**config.mk**
```make
export PLATFORM = sky130hd
export DESIGN_NAME = ppr_pin_route
export DESIGN_NICKNAME = d
export VERILOG_FILES = /design/src/shared/ppr_pkg.sv /design/src/logic/ppr_pin_route.sv /design/src/logic/ppr_reg_bank.sv
export SDC_FILE = /design/constraint.sdc
export NUM_CORES = 1
export LEC_CHECK = 0
export BUFFER_PORTS_ARGS = -buffer_cell sky130_fd_sc_hd__buf_4
export CAP_MARGIN = 30
export CORE_UTILIZATION = 48
export DETAILED_ROUTE_END_ITERATION = 12
export HOLD_SLACK_MARGIN = 0.02
export PLACE_DENSITY = 0.76
export SLEW_MARGIN = 20
export SYNTH_ARGS = -nofsm -noshare
export SYNTH_HDL_FRONTEND = slang
export SYNTH_SLANG_ARGS = --single-unit
```
**constraint.sdc**
```tcl
create_clock -name clk -period 7 [get_ports clk]
set_input_delay 1.4 -clock clk [delete_from_list [all_inputs] [get_ports clk]]
set_output_delay 1.4 -clock clk [all_outputs]
set_load 0.03 [all_outputs]
```
**src/shared/ppr_pkg.sv**
```systemverilog
// constants and pin helpers for the peripheral pin route selector
package ppr_pkg;
  localparam int ADDR_W = 12;
  localparam int DATA_W = 32;
  localparam int NREG   = 16;
  // register indices; byte address is four times the index
  localparam logic [3:0] IDX_EVENT   = 4'h0;
  localparam logic [3:0] IDX_LOGIC   = 4'h1;
  localparam logic [3:0] IDX_SERIAL  = 4'h2;
  localparam logic [3:0] IDX_SPI     = 4'h5;
  localparam logic [3:0] IDX_TWOWIRE = 4'h6;
  localparam logic [3:0] IDX_TIMER_A = 4'h7;
  localparam logic [3:0] IDX_TIMER_B = 4'h8;
  localparam logic [3:0] IDX_PWM     = 4'h9;
  localparam logic [3:0] IDX_STATUS  = 4'ha;
  // writable bits per register
  localparam logic [7:0] MASK_EVENT   = 8'h29;
  localparam logic [7:0] MASK_LOGIC   = 8'h07;
  localparam logic [7:0] MASK_SERIAL  = 8'h1f;
  localparam logic [7:0] MASK_SPI     = 8'h07;
  localparam logic [7:0] MASK_TWOWIRE = 8'h03;
  localparam logic [7:0] MASK_TIMER_A = 8'h07;
  localparam logic [7:0] MASK_TIMER_B = 8'h03;
  localparam logic [7:0] MASK_PWM     = 8'h07;
  localparam logic [7:0] RST_ROUTE    = 8'h00;
  // field positions
  localparam int EV_F_POS = 5;
  localparam int EV_D_POS = 3;
  localparam int EV_A_POS = 0;
  localparam int LT2_POS  = 2;
  localparam int LT1_POS  = 1;
  localparam int LT0_POS  = 0;
  localparam int SP1_LSB  = 3;
  localparam int SP0_LSB  = 0;
  localparam int TB1_POS  = 1;
  localparam int TB0_POS  = 0;
  localparam int ST_CLASH = 5;
  // route codes
  localparam logic [2:0] SP0_DEFAULT = 3'h0;
  localparam logic [2:0] SP0_ALT1    = 3'h1;
  localparam logic [2:0] SP0_ALT2    = 3'h2;
  localparam logic [2:0] SP0_ALT3    = 3'h3;
  localparam logic [2:0] SP0_ALT4    = 3'h4;
  localparam logic [1:0] SP1_DEFAULT = 2'h0;
  localparam logic [1:0] SP1_ALT2    = 2'h2;
  localparam logic [2:0] SPI_DEFAULT = 3'h0;
  localparam logic [2:0] SPI_ALT3    = 3'h3;
  localparam logic [2:0] SPI_ALT4    = 3'h4;
  localparam logic [2:0] SPI_ALT5    = 3'h5;
  localparam logic [2:0] SPI_ALT6    = 3'h6;
  localparam logic [1:0] TW_DEFAULT  = 2'h0;
  localparam logic [1:0] TW_ALT1     = 2'h1;
  localparam logic [1:0] TW_ALT2     = 2'h2;
  localparam logic [1:0] TW_ALT3     = 2'h3;
  localparam logic [2:0] TA_PORTA    = 3'h0;
  localparam logic [2:0] TA_PORTC    = 3'h2;
  localparam logic [2:0] TA_PORTD    = 3'h3;
  localparam logic [2:0] TA_PORTF    = 3'h5;
  localparam logic [2:0] PW_DEFAULT  = 3'h0;
  localparam logic [2:0] PW_ALT2     = 3'h2;
  localparam logic [2:0] PW_ALT4     = 3'h4;
  // pin ports
  localparam logic [1:0] PORT_A = 2'h0;
  localparam logic [1:0] PORT_C = 2'h1;
  localparam logic [1:0] PORT_D = 2'h2;
  localparam logic [1:0] PORT_F = 2'h3;
  // peripheral output slots
  localparam int S_EV   = 0;
  localparam int S_LUT  = 3;
  localparam int S_SP0  = 6;
  localparam int S_SP1  = 10;
  localparam int S_SPI  = 14;
  localparam int S_TW   = 18;
  localparam int S_TA   = 22;
  localparam int S_TB   = 28;
  localparam int S_PW   = 30;
  localparam int NSRC   = 34;
  // peripheral input slots
  localparam int I_LT0  = 0;
  localparam int I_LT1  = 3;
  localparam int I_LT2  = 6;
  localparam int I_SP0  = 8;
  localparam int I_SP1  = 10;
  localparam int I_SPI  = 12;
  localparam int I_TW   = 16;
  localparam int NIN    = 20;
  localparam logic [NIN-1:0] IN_IDLE = 20'hfc500;
  // pin id: valid, port, bit
  typedef logic [5:0] ppr_pin_t;
  localparam ppr_pin_t NOPIN = 6'h00;
  function automatic ppr_pin_t pin(logic [1:0] p, logic [2:0] b);
    return {1'b1, p, b};
  endfunction
endpackage

```
**src/logic/ppr_pin_route.sv**
```systemverilog
// peripheral pin route selector top
`timescale 1ns/1ps
module ppr_pin_route (
  input  wire logic                      clk,
  input  wire logic                      rst_n,
  input  wire logic                      psel,
  input  wire logic                      penable,
  input  wire logic                      pwrite,
  input  wire logic [ppr_pkg::ADDR_W-1:0] paddr,
  input  wire logic [ppr_pkg::DATA_W-1:0] pwdata,
  output logic      [ppr_pkg::DATA_W-1:0] prdata,
  output logic                           pready,
  output logic                           pslverr,
  input  wire logic [ppr_pkg::NSRC-1:0]  periph_val,
  input  wire logic [ppr_pkg::NSRC-1:0]  periph_en,
  output logic      [ppr_pkg::NIN-1:0]   periph_in,
  input  wire logic [7:0]                pin_a_in,
  input  wire logic [7:0]                pin_c_in,
  input  wire logic [7:0]                pin_d_in,
  input  wire logic [7:0]                pin_f_in,
  output logic      [7:0]                pin_a_out,
  output logic      [7:0]                pin_c_out,
  output logic      [7:0]                pin_d_out,
  output logic      [7:0]                pin_f_out,
  output logic      [7:0]                pin_a_oe_n,
  output logic      [7:0]                pin_c_oe_n,
  output logic      [7:0]                pin_d_oe_n,
  output logic      [7:0]                pin_f_oe_n
);
  // serial zero: sig 0 tx, 1 rx, 2 clock, 3 direction
  function automatic ppr_pkg::ppr_pin_t sp0_pin(logic [2:0] c,
                                                logic [1:0] s);
    logic [2:0] b;
    b = {1'b0, s};
    case (c)
      ppr_pkg::SP0_DEFAULT: return ppr_pkg::pin(ppr_pkg::PORT_A, b);
      ppr_pkg::SP0_ALT1:    return ppr_pkg::pin(ppr_pkg::PORT_A, b + 3'h4);
      ppr_pkg::SP0_ALT2:    return (s < 2'h2) ?
                              ppr_pkg::pin(ppr_pkg::PORT_A, b + 3'h2) :
                              ppr_pkg::NOPIN;
      ppr_pkg::SP0_ALT3:    return ppr_pkg::pin(ppr_pkg::PORT_D, b + 3'h4);
      ppr_pkg::SP0_ALT4:    return (s < 2'h3) ?
                              ppr_pkg::pin(ppr_pkg::PORT_C, b + 3'h1) :
                              ppr_pkg::NOPIN;
      default:              return ppr_pkg::NOPIN;
    endcase
  endfunction

  // serial one
  function automatic ppr_pkg::ppr_pin_t sp1_pin(logic [1:0] c,
                                                logic [1:0] s);
    logic [2:0] b;
    b = {1'b0, s};
    case (c)
      ppr_pkg::SP1_DEFAULT: return ppr_pkg::pin(ppr_pkg::PORT_C, b);
      ppr_pkg::SP1_ALT2:    return (s < 2'h2) ?
                              ppr_pkg::pin(ppr_pkg::PORT_D, b + 3'h6) :
                              ppr_pkg::NOPIN;
      default:              return ppr_pkg::NOPIN;
    endcase
  endfunction

  // spi: sig 0 mosi, 1 miso, 2 sck, 3 ss
  function automatic ppr_pkg::ppr_pin_t spi_pin(logic [2:0] c,
                                                logic [1:0] s);
    logic [2:0] b;
    b = {1'b0, s};
    case (c)
      ppr_pkg::SPI_DEFAULT: return ppr_pkg::pin(ppr_pkg::PORT_A, b + 3'h4);
      ppr_pkg::SPI_ALT3:    return (s < 2'h2) ?
                              ppr_pkg::pin(ppr_pkg::PORT_A, b) :
                              ppr_pkg::pin(ppr_pkg::PORT_C, b - 3'h2);
      ppr_pkg::SPI_ALT4:    return ppr_pkg::pin(ppr_pkg::PORT_D, b + 3'h4);
      ppr_pkg::SPI_ALT5:    return ppr_pkg::pin(ppr_pkg::PORT_C, b);
      ppr_pkg::SPI_ALT6:    return (s < 2'h3) ?
                              ppr_pkg::pin(ppr_pkg::PORT_C, b + 3'h1) :
                              ppr_pkg::pin(ppr_pkg::PORT_F, 3'h7);
      default:              return ppr_pkg::NOPIN;
    endcase
  endfunction

  // two-wire: sig 0 sda, 1 scl, 2 dual sda, 3 dual scl
  function automatic ppr_pkg::ppr_pin_t tw_pin(logic [1:0] c,
                                               logic [1:0] s);
    logic [2:0] b;
    logic       dual;
    b = {1'b0, s};
    dual = s[1];
    case (c)
      ppr_pkg::TW_DEFAULT: return dual ? ppr_pkg::pin(ppr_pkg::PORT_C, b) :
                             ppr_pkg::pin(ppr_pkg::PORT_A, b + 3'h2);
      ppr_pkg::TW_ALT1:    return dual ? ppr_pkg::NOPIN :
                             ppr_pkg::pin(ppr_pkg::PORT_A, b + 3'h2);
      ppr_pkg::TW_ALT2:    return dual ? ppr_pkg::NOPIN :
                             ppr_pkg::pin(ppr_pkg::PORT_C, b + 3'h2);
      ppr_pkg::TW_ALT3:    return dual ? ppr_pkg::pin(ppr_pkg::PORT_C, b) :
                             ppr_pkg::pin(ppr_pkg::PORT_A, b);
      default:             return ppr_pkg::NOPIN;
    endcase
  endfunction

  // timer a waveform output n
  function automatic ppr_pkg::ppr_pin_t ta_pin(logic [2:0] c,
                                               logic [2:0] n);
    case (c)
      ppr_pkg::TA_PORTA: return ppr_pkg::pin(ppr_pkg::PORT_A, n);
      ppr_pkg::TA_PORTC: return (n < 3'h4) ?
                           ppr_pkg::pin(ppr_pkg::PORT_C, n) : ppr_pkg::NOPIN;
      ppr_pkg::TA_PORTD: return (n != 3'h0) ?
                           ppr_pkg::pin(ppr_pkg::PORT_D, n) : ppr_pkg::NOPIN;
      ppr_pkg::TA_PORTF: return ppr_pkg::pin(ppr_pkg::PORT_F, n);
      default:           return ppr_pkg::NOPIN;
    endcase
  endfunction

  // pwm timer waveform output n (a to d)
  function automatic ppr_pkg::ppr_pin_t pw_pin(logic [2:0] c,
                                               logic [1:0] n);
    logic [2:0] b;
    b = {1'b0, n};
    case (c)
      ppr_pkg::PW_DEFAULT: return ppr_pkg::pin(ppr_pkg::PORT_A, b + 3'h4);
      ppr_pkg::PW_ALT2:    return ppr_pkg::pin(ppr_pkg::PORT_F, b);
      ppr_pkg::PW_ALT4:    return (n < 2'h2) ?
                             ppr_pkg::pin(ppr_pkg::PORT_A, b + 3'h4) :
                             ppr_pkg::pin(ppr_pkg::PORT_D, b + 3'h2);
      default:             return ppr_pkg::NOPIN;
    endcase
  endfunction

  // reset release
  logic rst_s1_reg;
  logic rst_s2_reg;
  always_ff @(posedge clk or negedge rst_n) begin
    if (!rst_n) begin
      rst_s1_reg <= 1'b0;
      rst_s2_reg <= 1'b0;
    end else begin
      rst_s1_reg <= 1'b1;
      rst_s2_reg <= rst_s1_reg;
    end
  end
  wire rst_n_sync = rst_s2_reg;

  logic [7:0] event_route;
  logic [7:0] logic_route;
  logic [7:0] serial_route;
  logic [7:0] spi_route;
  logic [7:0] two_wire_route;
  logic [7:0] timer_a_route;
  logic [7:0] timer_b_route;
  logic [7:0] pwm_route;
  logic [7:0] status;

  ppr_reg_bank u_regs (
    .clk            (clk),
    .rst_n          (rst_n_sync),
    .psel           (psel),
    .penable        (penable),
    .pwrite         (pwrite),
    .paddr          (paddr),
    .pwdata         (pwdata),
    .prdata         (prdata),
    .pready         (pready),
    .pslverr        (pslverr),
    .status         (status),
    .event_route    (event_route),
    .logic_route    (logic_route),
    .serial_route   (serial_route),
    .spi_route      (spi_route),
    .two_wire_route (two_wire_route),
    .timer_a_route  (timer_a_route),
    .timer_b_route  (timer_b_route),
    .pwm_route      (pwm_route)
  );

  wire [2:0] sp0_code = serial_route[ppr_pkg::SP0_LSB +: 3];
  wire [1:0] sp1_code = serial_route[ppr_pkg::SP1_LSB +: 2];
  wire [2:0] spi_code = spi_route[2:0];
  wire [1:0] tw_code  = two_wire_route[1:0];
  wire [2:0] ta_code  = timer_a_route[2:0];
  wire [2:0] pw_code  = pwm_route[2:0];

  // pin selection per peripheral output slot
  ppr_pkg::ppr_pin_t src_pin [ppr_pkg::NSRC];
  ppr_pkg::ppr_pin_t in_pin  [ppr_pkg::NIN];

  assign src_pin[ppr_pkg::S_EV] = event_route[ppr_pkg::EV_A_POS] ?
    ppr_pkg::pin(ppr_pkg::PORT_A, 3'h7) :
    ppr_pkg::pin(ppr_pkg::PORT_A, 3'h2);
  assign src_pin[ppr_pkg::S_EV+1] = event_route[ppr_pkg::EV_D_POS] ?
    ppr_pkg::pin(ppr_pkg::PORT_D, 3'h7) :
    ppr_pkg::pin(ppr_pkg::PORT_D, 3'h2);
  assign src_pin[ppr_pkg::S_EV+2] = event_route[ppr_pkg::EV_F_POS] ?
    ppr_pkg::pin(ppr_pkg::PORT_F, 3'h7) :
    ppr_pkg::pin(ppr_pkg::PORT_F, 3'h2);
  assign src_pin[ppr_pkg::S_LUT] = logic_route[ppr_pkg::LT0_POS] ?
    ppr_pkg::pin(ppr_pkg::PORT_A, 3'h6) :
    ppr_pkg::pin(ppr_pkg::PORT_A, 3'h3);
  assign src_pin[ppr_pkg::S_LUT+1] = logic_route[ppr_pkg::LT1_POS] ?
    ppr_pkg::NOPIN :
    ppr_pkg::pin(ppr_pkg::PORT_C, 3'h3);
  assign src_pin[ppr_pkg::S_LUT+2] = logic_route[ppr_pkg::LT2_POS] ?
    ppr_pkg::pin(ppr_pkg::PORT_D, 3'h6) :
    ppr_pkg::pin(ppr_pkg::PORT_D, 3'h3);
  assign src_pin[ppr_pkg::S_TB] = timer_b_route[ppr_pkg::TB0_POS] ?
    ppr_pkg::pin(ppr_pkg::PORT_F, 3'h4) :
    ppr_pkg::pin(ppr_pkg::PORT_A, 3'h2);
  assign src_pin[ppr_pkg::S_TB+1] = timer_b_route[ppr_pkg::TB1_POS] ?
    ppr_pkg::pin(ppr_pkg::PORT_F, 3'h5) :
    ppr_pkg::pin(ppr_pkg::PORT_A, 3'h3);

  // table inputs stay put whatever the route bit
  for (genvar i = 0; i < 3; i++) begin : g_lut_in
    assign in_pin[ppr_pkg::I_LT0+i] =
      ppr_pkg::pin(ppr_pkg::PORT_A, 3'(i));
    assign in_pin[ppr_pkg::I_LT1+i] =
      ppr_pkg::pin(ppr_pkg::PORT_C, 3'(i));
  end
  for (genvar i = 0; i < 2; i++) begin : g_lt2_in
    assign in_pin[ppr_pkg::I_LT2+i] =
      ppr_pkg::pin(ppr_pkg::PORT_D, 3'(i + 1));
  end

  for (genvar s = 0; s < 4; s++) begin : g_four
    assign src_pin[ppr_pkg::S_SP0+s] = sp0_pin(sp0_code, 2'(s));
    assign src_pin[ppr_pkg::S_SP1+s] = sp1_pin(sp1_code, 2'(s));
    assign src_pin[ppr_pkg::S_SPI+s] = spi_pin(spi_code, 2'(s));
    assign src_pin[ppr_pkg::S_TW+s]  = tw_pin(tw_code, 2'(s));
    assign src_pin[ppr_pkg::S_PW+s]  = pw_pin(pw_code, 2'(s));
    assign in_pin[ppr_pkg::I_SPI+s]  = spi_pin(spi_code, 2'(s));
    assign in_pin[ppr_pkg::I_TW+s]   = tw_pin(tw_code, 2'(s));
  end
  for (genvar s = 0; s < 2; s++) begin : g_serial_in
    assign in_pin[ppr_pkg::I_SP0+s] = sp0_pin(sp0_code, 2'(s + 1));
    assign in_pin[ppr_pkg::I_SP1+s] = sp1_pin(sp1_code, 2'(s + 1));
  end
  for (genvar n = 0; n < 6; n++) begin : g_timer_a
    assign src_pin[ppr_pkg::S_TA+n] = ta_pin(ta_code, 3'(n));
  end

  // serial, spi, timer a and pwm groups left on no pin, reported in status
  wire sp0_off = !src_pin[ppr_pkg::S_SP0][5];
  wire sp1_off = !src_pin[ppr_pkg::S_SP1][5];
  wire spi_off = !src_pin[ppr_pkg::S_SPI][5];
  wire ta_off  = !src_pin[ppr_pkg::S_TA+1][5];
  wire pw_off  = !src_pin[ppr_pkg::S_PW][5];
  logic clash;
  assign status = {2'h0, clash, pw_off, ta_off, spi_off, sp1_off, sp0_off};

  // pin input synchronisers
  logic [31:0] pin_s1_reg;
  logic [31:0] pin_s2_reg;
  always_ff @(posedge clk or negedge rst_n_sync) begin
    if (!rst_n_sync) begin
      pin_s1_reg <= '0;
      pin_s2_reg <= '0;
    end else begin
      pin_s1_reg <= {pin_f_in, pin_d_in, pin_c_in, pin_a_in};
      pin_s2_reg <= pin_s1_reg;
    end
  end

  // pin drive merge; lower slot wins a shared pin
  logic [31:0] drv_next;
  logic [31:0] val_next;
  always_comb begin
    drv_next = '0;
    val_next = '0;
    clash    = 1'b0;
    for (int s = ppr_pkg::NSRC - 1; s >= 0; s--) begin
      if (src_pin[s][5] && periph_en[s]) begin
        if (drv_next[src_pin[s][4:0]]) begin
          clash = 1'b1;
        end
        drv_next[src_pin[s][4:0]] = 1'b1;
        val_next[src_pin[s][4:0]] = periph_val[s];
      end
    end
  end

  logic [ppr_pkg::NIN-1:0] in_next;
  for (genvar i = 0; i < ppr_pkg::NIN; i++) begin : g_in
    assign in_next[i] = in_pin[i][5] ? pin_s2_reg[in_pin[i][4:0]] :
                        ppr_pkg::IN_IDLE[i];
  end

  logic [31:0]             pin_out_reg;
  logic [31:0]             pin_oe_n_reg;
  logic [ppr_pkg::NIN-1:0] periph_in_reg;
  always_ff @(posedge clk or negedge rst_n_sync) begin
    if (!rst_n_sync) begin
      pin_out_reg   <= '0;
      pin_oe_n_reg  <= '1;
      periph_in_reg <= ppr_pkg::IN_IDLE;
    end else begin
      pin_out_reg   <= val_next;
      pin_oe_n_reg  <= ~drv_next;
      periph_in_reg <= in_next;
    end
  end

  assign periph_in  = periph_in_reg;
  assign pin_a_out  = pin_out_reg[7:0];
  assign pin_c_out  = pin_out_reg[15:8];
  assign pin_d_out  = pin_out_reg[23:16];
  assign pin_f_out  = pin_out_reg[31:24];
  assign pin_a_oe_n = pin_oe_n_reg[7:0];
  assign pin_c_oe_n = pin_oe_n_reg[15:8];
  assign pin_d_oe_n = pin_oe_n_reg[23:16];
  assign pin_f_oe_n = pin_oe_n_reg[31:24];
endmodule // ppr_pin_route

```
**src/logic/ppr_reg_bank.sv**
```systemverilog
// apb register bank for the route selector
`timescale 1ns/1ps
module ppr_reg_bank (
  input  wire logic                      clk,
  input  wire logic                      rst_n,
  input  wire logic                      psel,
  input  wire logic                      penable,
  input  wire logic                      pwrite,
  input  wire logic [ppr_pkg::ADDR_W-1:0] paddr,
  input  wire logic [ppr_pkg::DATA_W-1:0] pwdata,
  output logic      [ppr_pkg::DATA_W-1:0] prdata,
  output logic                           pready,
  output logic                           pslverr,
  input  wire logic [7:0]                status,
  output logic      [7:0]                event_route,
  output logic      [7:0]                logic_route,
  output logic      [7:0]                serial_route,
  output logic      [7:0]                spi_route,
  output logic      [7:0]                two_wire_route,
  output logic      [7:0]                timer_a_route,
  output logic      [7:0]                timer_b_route,
  output logic      [7:0]                pwm_route
);
  function automatic logic [7:0] wmask(logic [3:0] i);
    case (i)
      ppr_pkg::IDX_EVENT:   return ppr_pkg::MASK_EVENT;
      ppr_pkg::IDX_LOGIC:   return ppr_pkg::MASK_LOGIC;
      ppr_pkg::IDX_SERIAL:  return ppr_pkg::MASK_SERIAL;
      ppr_pkg::IDX_SPI:     return ppr_pkg::MASK_SPI;
      ppr_pkg::IDX_TWOWIRE: return ppr_pkg::MASK_TWOWIRE;
      ppr_pkg::IDX_TIMER_A: return ppr_pkg::MASK_TIMER_A;
      ppr_pkg::IDX_TIMER_B: return ppr_pkg::MASK_TIMER_B;
      ppr_pkg::IDX_PWM:     return ppr_pkg::MASK_PWM;
      default:              return 8'h00;
    endcase
  endfunction

  logic [7:0]  route_reg [ppr_pkg::NREG];
  logic [ppr_pkg::DATA_W-1:0] prdata_reg;
  wire  [3:0]  idx     = paddr[5:2];
  wire         aligned = (paddr[1:0] == 2'h0) &&
                         (paddr[ppr_pkg::ADDR_W-1:6] == '0);
  wire         is_stat = (idx == ppr_pkg::IDX_STATUS);
  wire         hit     = aligned && ((wmask(idx) != 8'h00) || is_stat);
  wire         access  = psel && penable;
  wire         wr_en   = access && pwrite && hit;
  wire  [7:0]  rd_byte = !hit ? 8'h00 : is_stat ? status : route_reg[idx];

  assign pready  = 1'b1;
  assign pslverr = access && !hit;
  assign prdata  = prdata_reg;

  always_ff @(posedge clk or negedge rst_n) begin
    if (!rst_n) begin
      for (int i = 0; i < ppr_pkg::NREG; i++) begin
        route_reg[i] <= ppr_pkg::RST_ROUTE;
      end
    end else if (wr_en) begin
      route_reg[idx] <= pwdata[7:0] & wmask(idx);
    end
  end

  // read data captured in the setup cycle
  always_ff @(posedge clk or negedge rst_n) begin
    if (!rst_n) begin
      prdata_reg <= '0;
    end else if (psel && !penable) begin
      prdata_reg <= {24'h000000, rd_byte};
    end
  end

  assign event_route    = route_reg[ppr_pkg::IDX_EVENT];
  assign logic_route    = route_reg[ppr_pkg::IDX_LOGIC];
  assign serial_route   = route_reg[ppr_pkg::IDX_SERIAL];
  assign spi_route      = route_reg[ppr_pkg::IDX_SPI];
  assign two_wire_route = route_reg[ppr_pkg::IDX_TWOWIRE];
  assign timer_a_route  = route_reg[ppr_pkg::IDX_TIMER_A];
  assign timer_b_route  = route_reg[ppr_pkg::IDX_TIMER_B];
  assign pwm_route      = route_reg[ppr_pkg::IDX_PWM];
endmodule // ppr_reg_bank

```
==> flow_summary.toml <==
[status]
run_status = "completed"

[cells_and_area]
layout.nets = 1320
layout-drive-gt1-share = 0.343
num_antenna_cells = 0
final.fill_count = 1886
largest_reg_flops = 48
finish.utilization = 0.603
syn_to_final_growth_pct = 22.5

[placement]
gp_congestion = 0.951
port-buffer-count = 200
dpl_wire_length_mm = 24.7
place_ws_ps = 1920

[yosys]
synth.most_common_cell = "dfrtp_1"
async_flop_share = 1.00
dominantRegCellSynth = "dfrtp_1"
synthCells = 995
synth_cell_type_count = 87
post_synth_main_area_contributors = "dfrtp_1, dfstp_2, mux4_2, mux2_4, nand2_1"
synth-seq-area-share = 0.511
synth.top_cells.by_count = "dfrtp_1, nand2_1, clkbuf_1, a21oi_1, nor2_1"
synthDominantAreaCellType = "dfrtp_1"
synth.ff_latch_count = 226
yosys_warnings = 0
post_synth_instance_area_mm2 = 0.0112
synth-edff-count = 0
syn-mean-instance-area_um2 = 11.2
synth_top_cell_area_share = 0.417

[timing]
fmaxAchievable_ghz = 0.198
tightest_slew_ps = 1020
fin_crit_sh = 0.723
setup_repair_after_global_routing_missed_its_margin = "no"
finalHoldViolations = 0
final_period_minus_worst_setup_slack_ps = 5060
timing.final.max_slew_violations = 0
setup_slack_ps = 1940
maxSlewHeadroom = 0.321
timing.clock.skew_ps = 8.82
holdWs_ps = 264
totalNegativeSetupSlack_ps = 0
final_setup_violations = 0

[setup_path]
critPathKind = "in2out"
crit_start = "paddr[2]"
critPathCaptureType = "primary output"
rr_startpoint = "u_regs.timer_a_route[0]"
critical_path.endpoint = "pslverr"
worst-endpoint-arrival_ps = 3660
worst_setup_path_start_kind = "input port"
r2r_setup_slack_ps = 3710
required_time_of_the_critical_path_ps = 5600
rr_endpoint = "u_regs.prdata[5]"
rr_worst_depth = 7
cp_max_fo = 30

[floorplanning]
design.die.area_mm2 = 0.0239
core_area_mm2 = 0.0227
start_util = 0.492
floorplan.die.width_um = 155
core.rowCount = 55
floorplan.die.height_um = 155
num_io_pins = 267

[worst_hold_path]
hold_class = "reg2async"

[clock_tree]
cts_tree = "done"
clkSinkCount = 226
cts_buffer_count = 24
cts_hold_buf = 0
cts.htree.levels = 1
post_cts.repair.setup_buffers = 0
cts.root.buffer_cell = "clkbuf_16"
cts.repair.resized = 0
clk-insertion-delay-late_ps = 520
ctsLongestPathBuffers = 3
clk_pin_slew_worst_paths_ps = 60

[grt]
global_route.usage.total = 0.284
grt_pass1_vias = 8489
grt_first_pass_wirelength_mm = 50.9
grt_max_degree = 72
global_route.overflow_total = 0
grt_antenna_before_repair = 0

[routing]
ant_nets = 0
first_iter_violations = 789
post_drt_wl_per_cell_um = 23.0
drt-vias-per-instance = 5.99
detail_route.drc_violations = 0
detailroute.via_count = 8786
drt_wl_total_mm = 33.8
drt-pass1-iter-count = 6

[power_and_ir_drop]
power.static_leakage_nw = 6.40
totalPowerFinal_mw = 3.09
pwr_density_cell_mw_per_mm2 = 226
maximum_vdd_ir_drop_v = 0.000201

[run]
cap_viol_max_count = 0
==> layout make-up <==
cell class,instances,area [um2],share of cell area
flip-flops and latches,226,5710,0.417
clock inverters,11,186,0.0136
inverters,22,82.6,0.00604
repair buffers,215,1650,0.121
well taps,285,357,0.0261
multi-input cells,676,4980,0.364
clock buffers,33,716,0.0523
==> worst min path at each step <==
stage / endpoint / slack (ps) / depth (start not counted)
floorplan: periph_in[6] / 330 / 0
global placement: pin_s2_reg[4] / 330 / 0
detailed placement: pin_s1_reg[31] / 270 / 0
CTS: u_regs.spi_route[5] / 280 / 0
global route: pin_s1_reg[9] / 300 / 0
finish: periph_in[7] / 260 / 0
==> power breakdown <==
part / switching, mW / internal [mW] / total (mW)
registers: 0.0149 / 1.34 / 1.36
logic: 0.195 / 0.114 / 0.309
clock network: 0.521 / 0.898 / 1.42
total: 0.731 / 2.36 / 3.09
==> placed cells by master, fill, tap and decap left out, drive strengths merged, types with 6 or more instances in the layout <==
| cell type | netlist | layout |
|---|---|---|
| nor3b | 6 | 6 |
| a31o | 11 | 11 |
| inv | 22 | 22 |
| and3b | 6 | 6 |
| a22oi | 7 | 7 |
| mux4 | 33 | 33 |
| nand4b | 8 | 8 |
| a221oi | 11 | 11 |
| nor4bb | 8 | 8 |
| nor4b | 9 | 9 |
| o211ai | 12 | 12 |
| nor2b | 15 | 15 |
| a211o | 6 | 6 |
| nand2 | 89 | 89 |
| conb | 2 | 40 |
| nand3 | 36 | 36 |
| nor2 | 52 | 52 |
| a21oi | 52 | 52 |
| o21ai | 34 | 34 |
| mux2 | 46 | 46 |
| and2 | 33 | 33 |
| dfstp | 40 | 40 |
| mux2i | 9 | 9 |
| nand2b | 11 | 11 |
| nand3b | 6 | 6 |
| ha | 6 | 6 |
| nand4 | 8 | 8 |
| clkbuf | 59 | 34 |
| nor3 | 14 | 14 |
| buf | 50 | 214 |
| a31oi | 13 | 13 |
| and3 | 9 | 9 |
| dfrtp | 186 | 186 |
==> worst max-delay path, stage by stage <==
cell and delay [ps]:
buf_4 430, inv_1 160, ha_1 350, o41a_1 430
o21bai_1 190, a21o_1 320, and3_1 190, buf_4 150
==> through the flow <==
stage	std cells	area [um2]
after global placement	1421	12700
after CTS	1466	13700
after detailed placement	1422	12700
after floorplan	1033	11300
final	1468	13700
after global routing	1468	13700
==> routing by layer <==
| layer | GRT usage | wire length, um | vias to the layer above |
|---|---|---|---|
| li1 | - | - | 3905 |
| met1 | 0.376 | 13600 | 4322 |
| met2 | 0.452 | 15800 | 467 |
| met3 | 0.0465 | 2730 | 92 |
| met4 | 0.145 | 1760 | 0 |
| met5 | 0 | 0 | - |
==> logic make-up after synthesis <==
logic type | count (synthesis) | synth area share
muxes | 88 | 0.129
DFF | 226 | 0.511
other | 2 | 0.000672
xor gates and xnor gates | 1 | 0.000784
AOI/OAI and AO/OA | 209 | 0.129
and+or+nand+nor | 332 | 0.168
adders and majority gates | 6 | 0.00672
buffers and inverters | 131 | 0.0560
(Power assumes the default switching activity.)
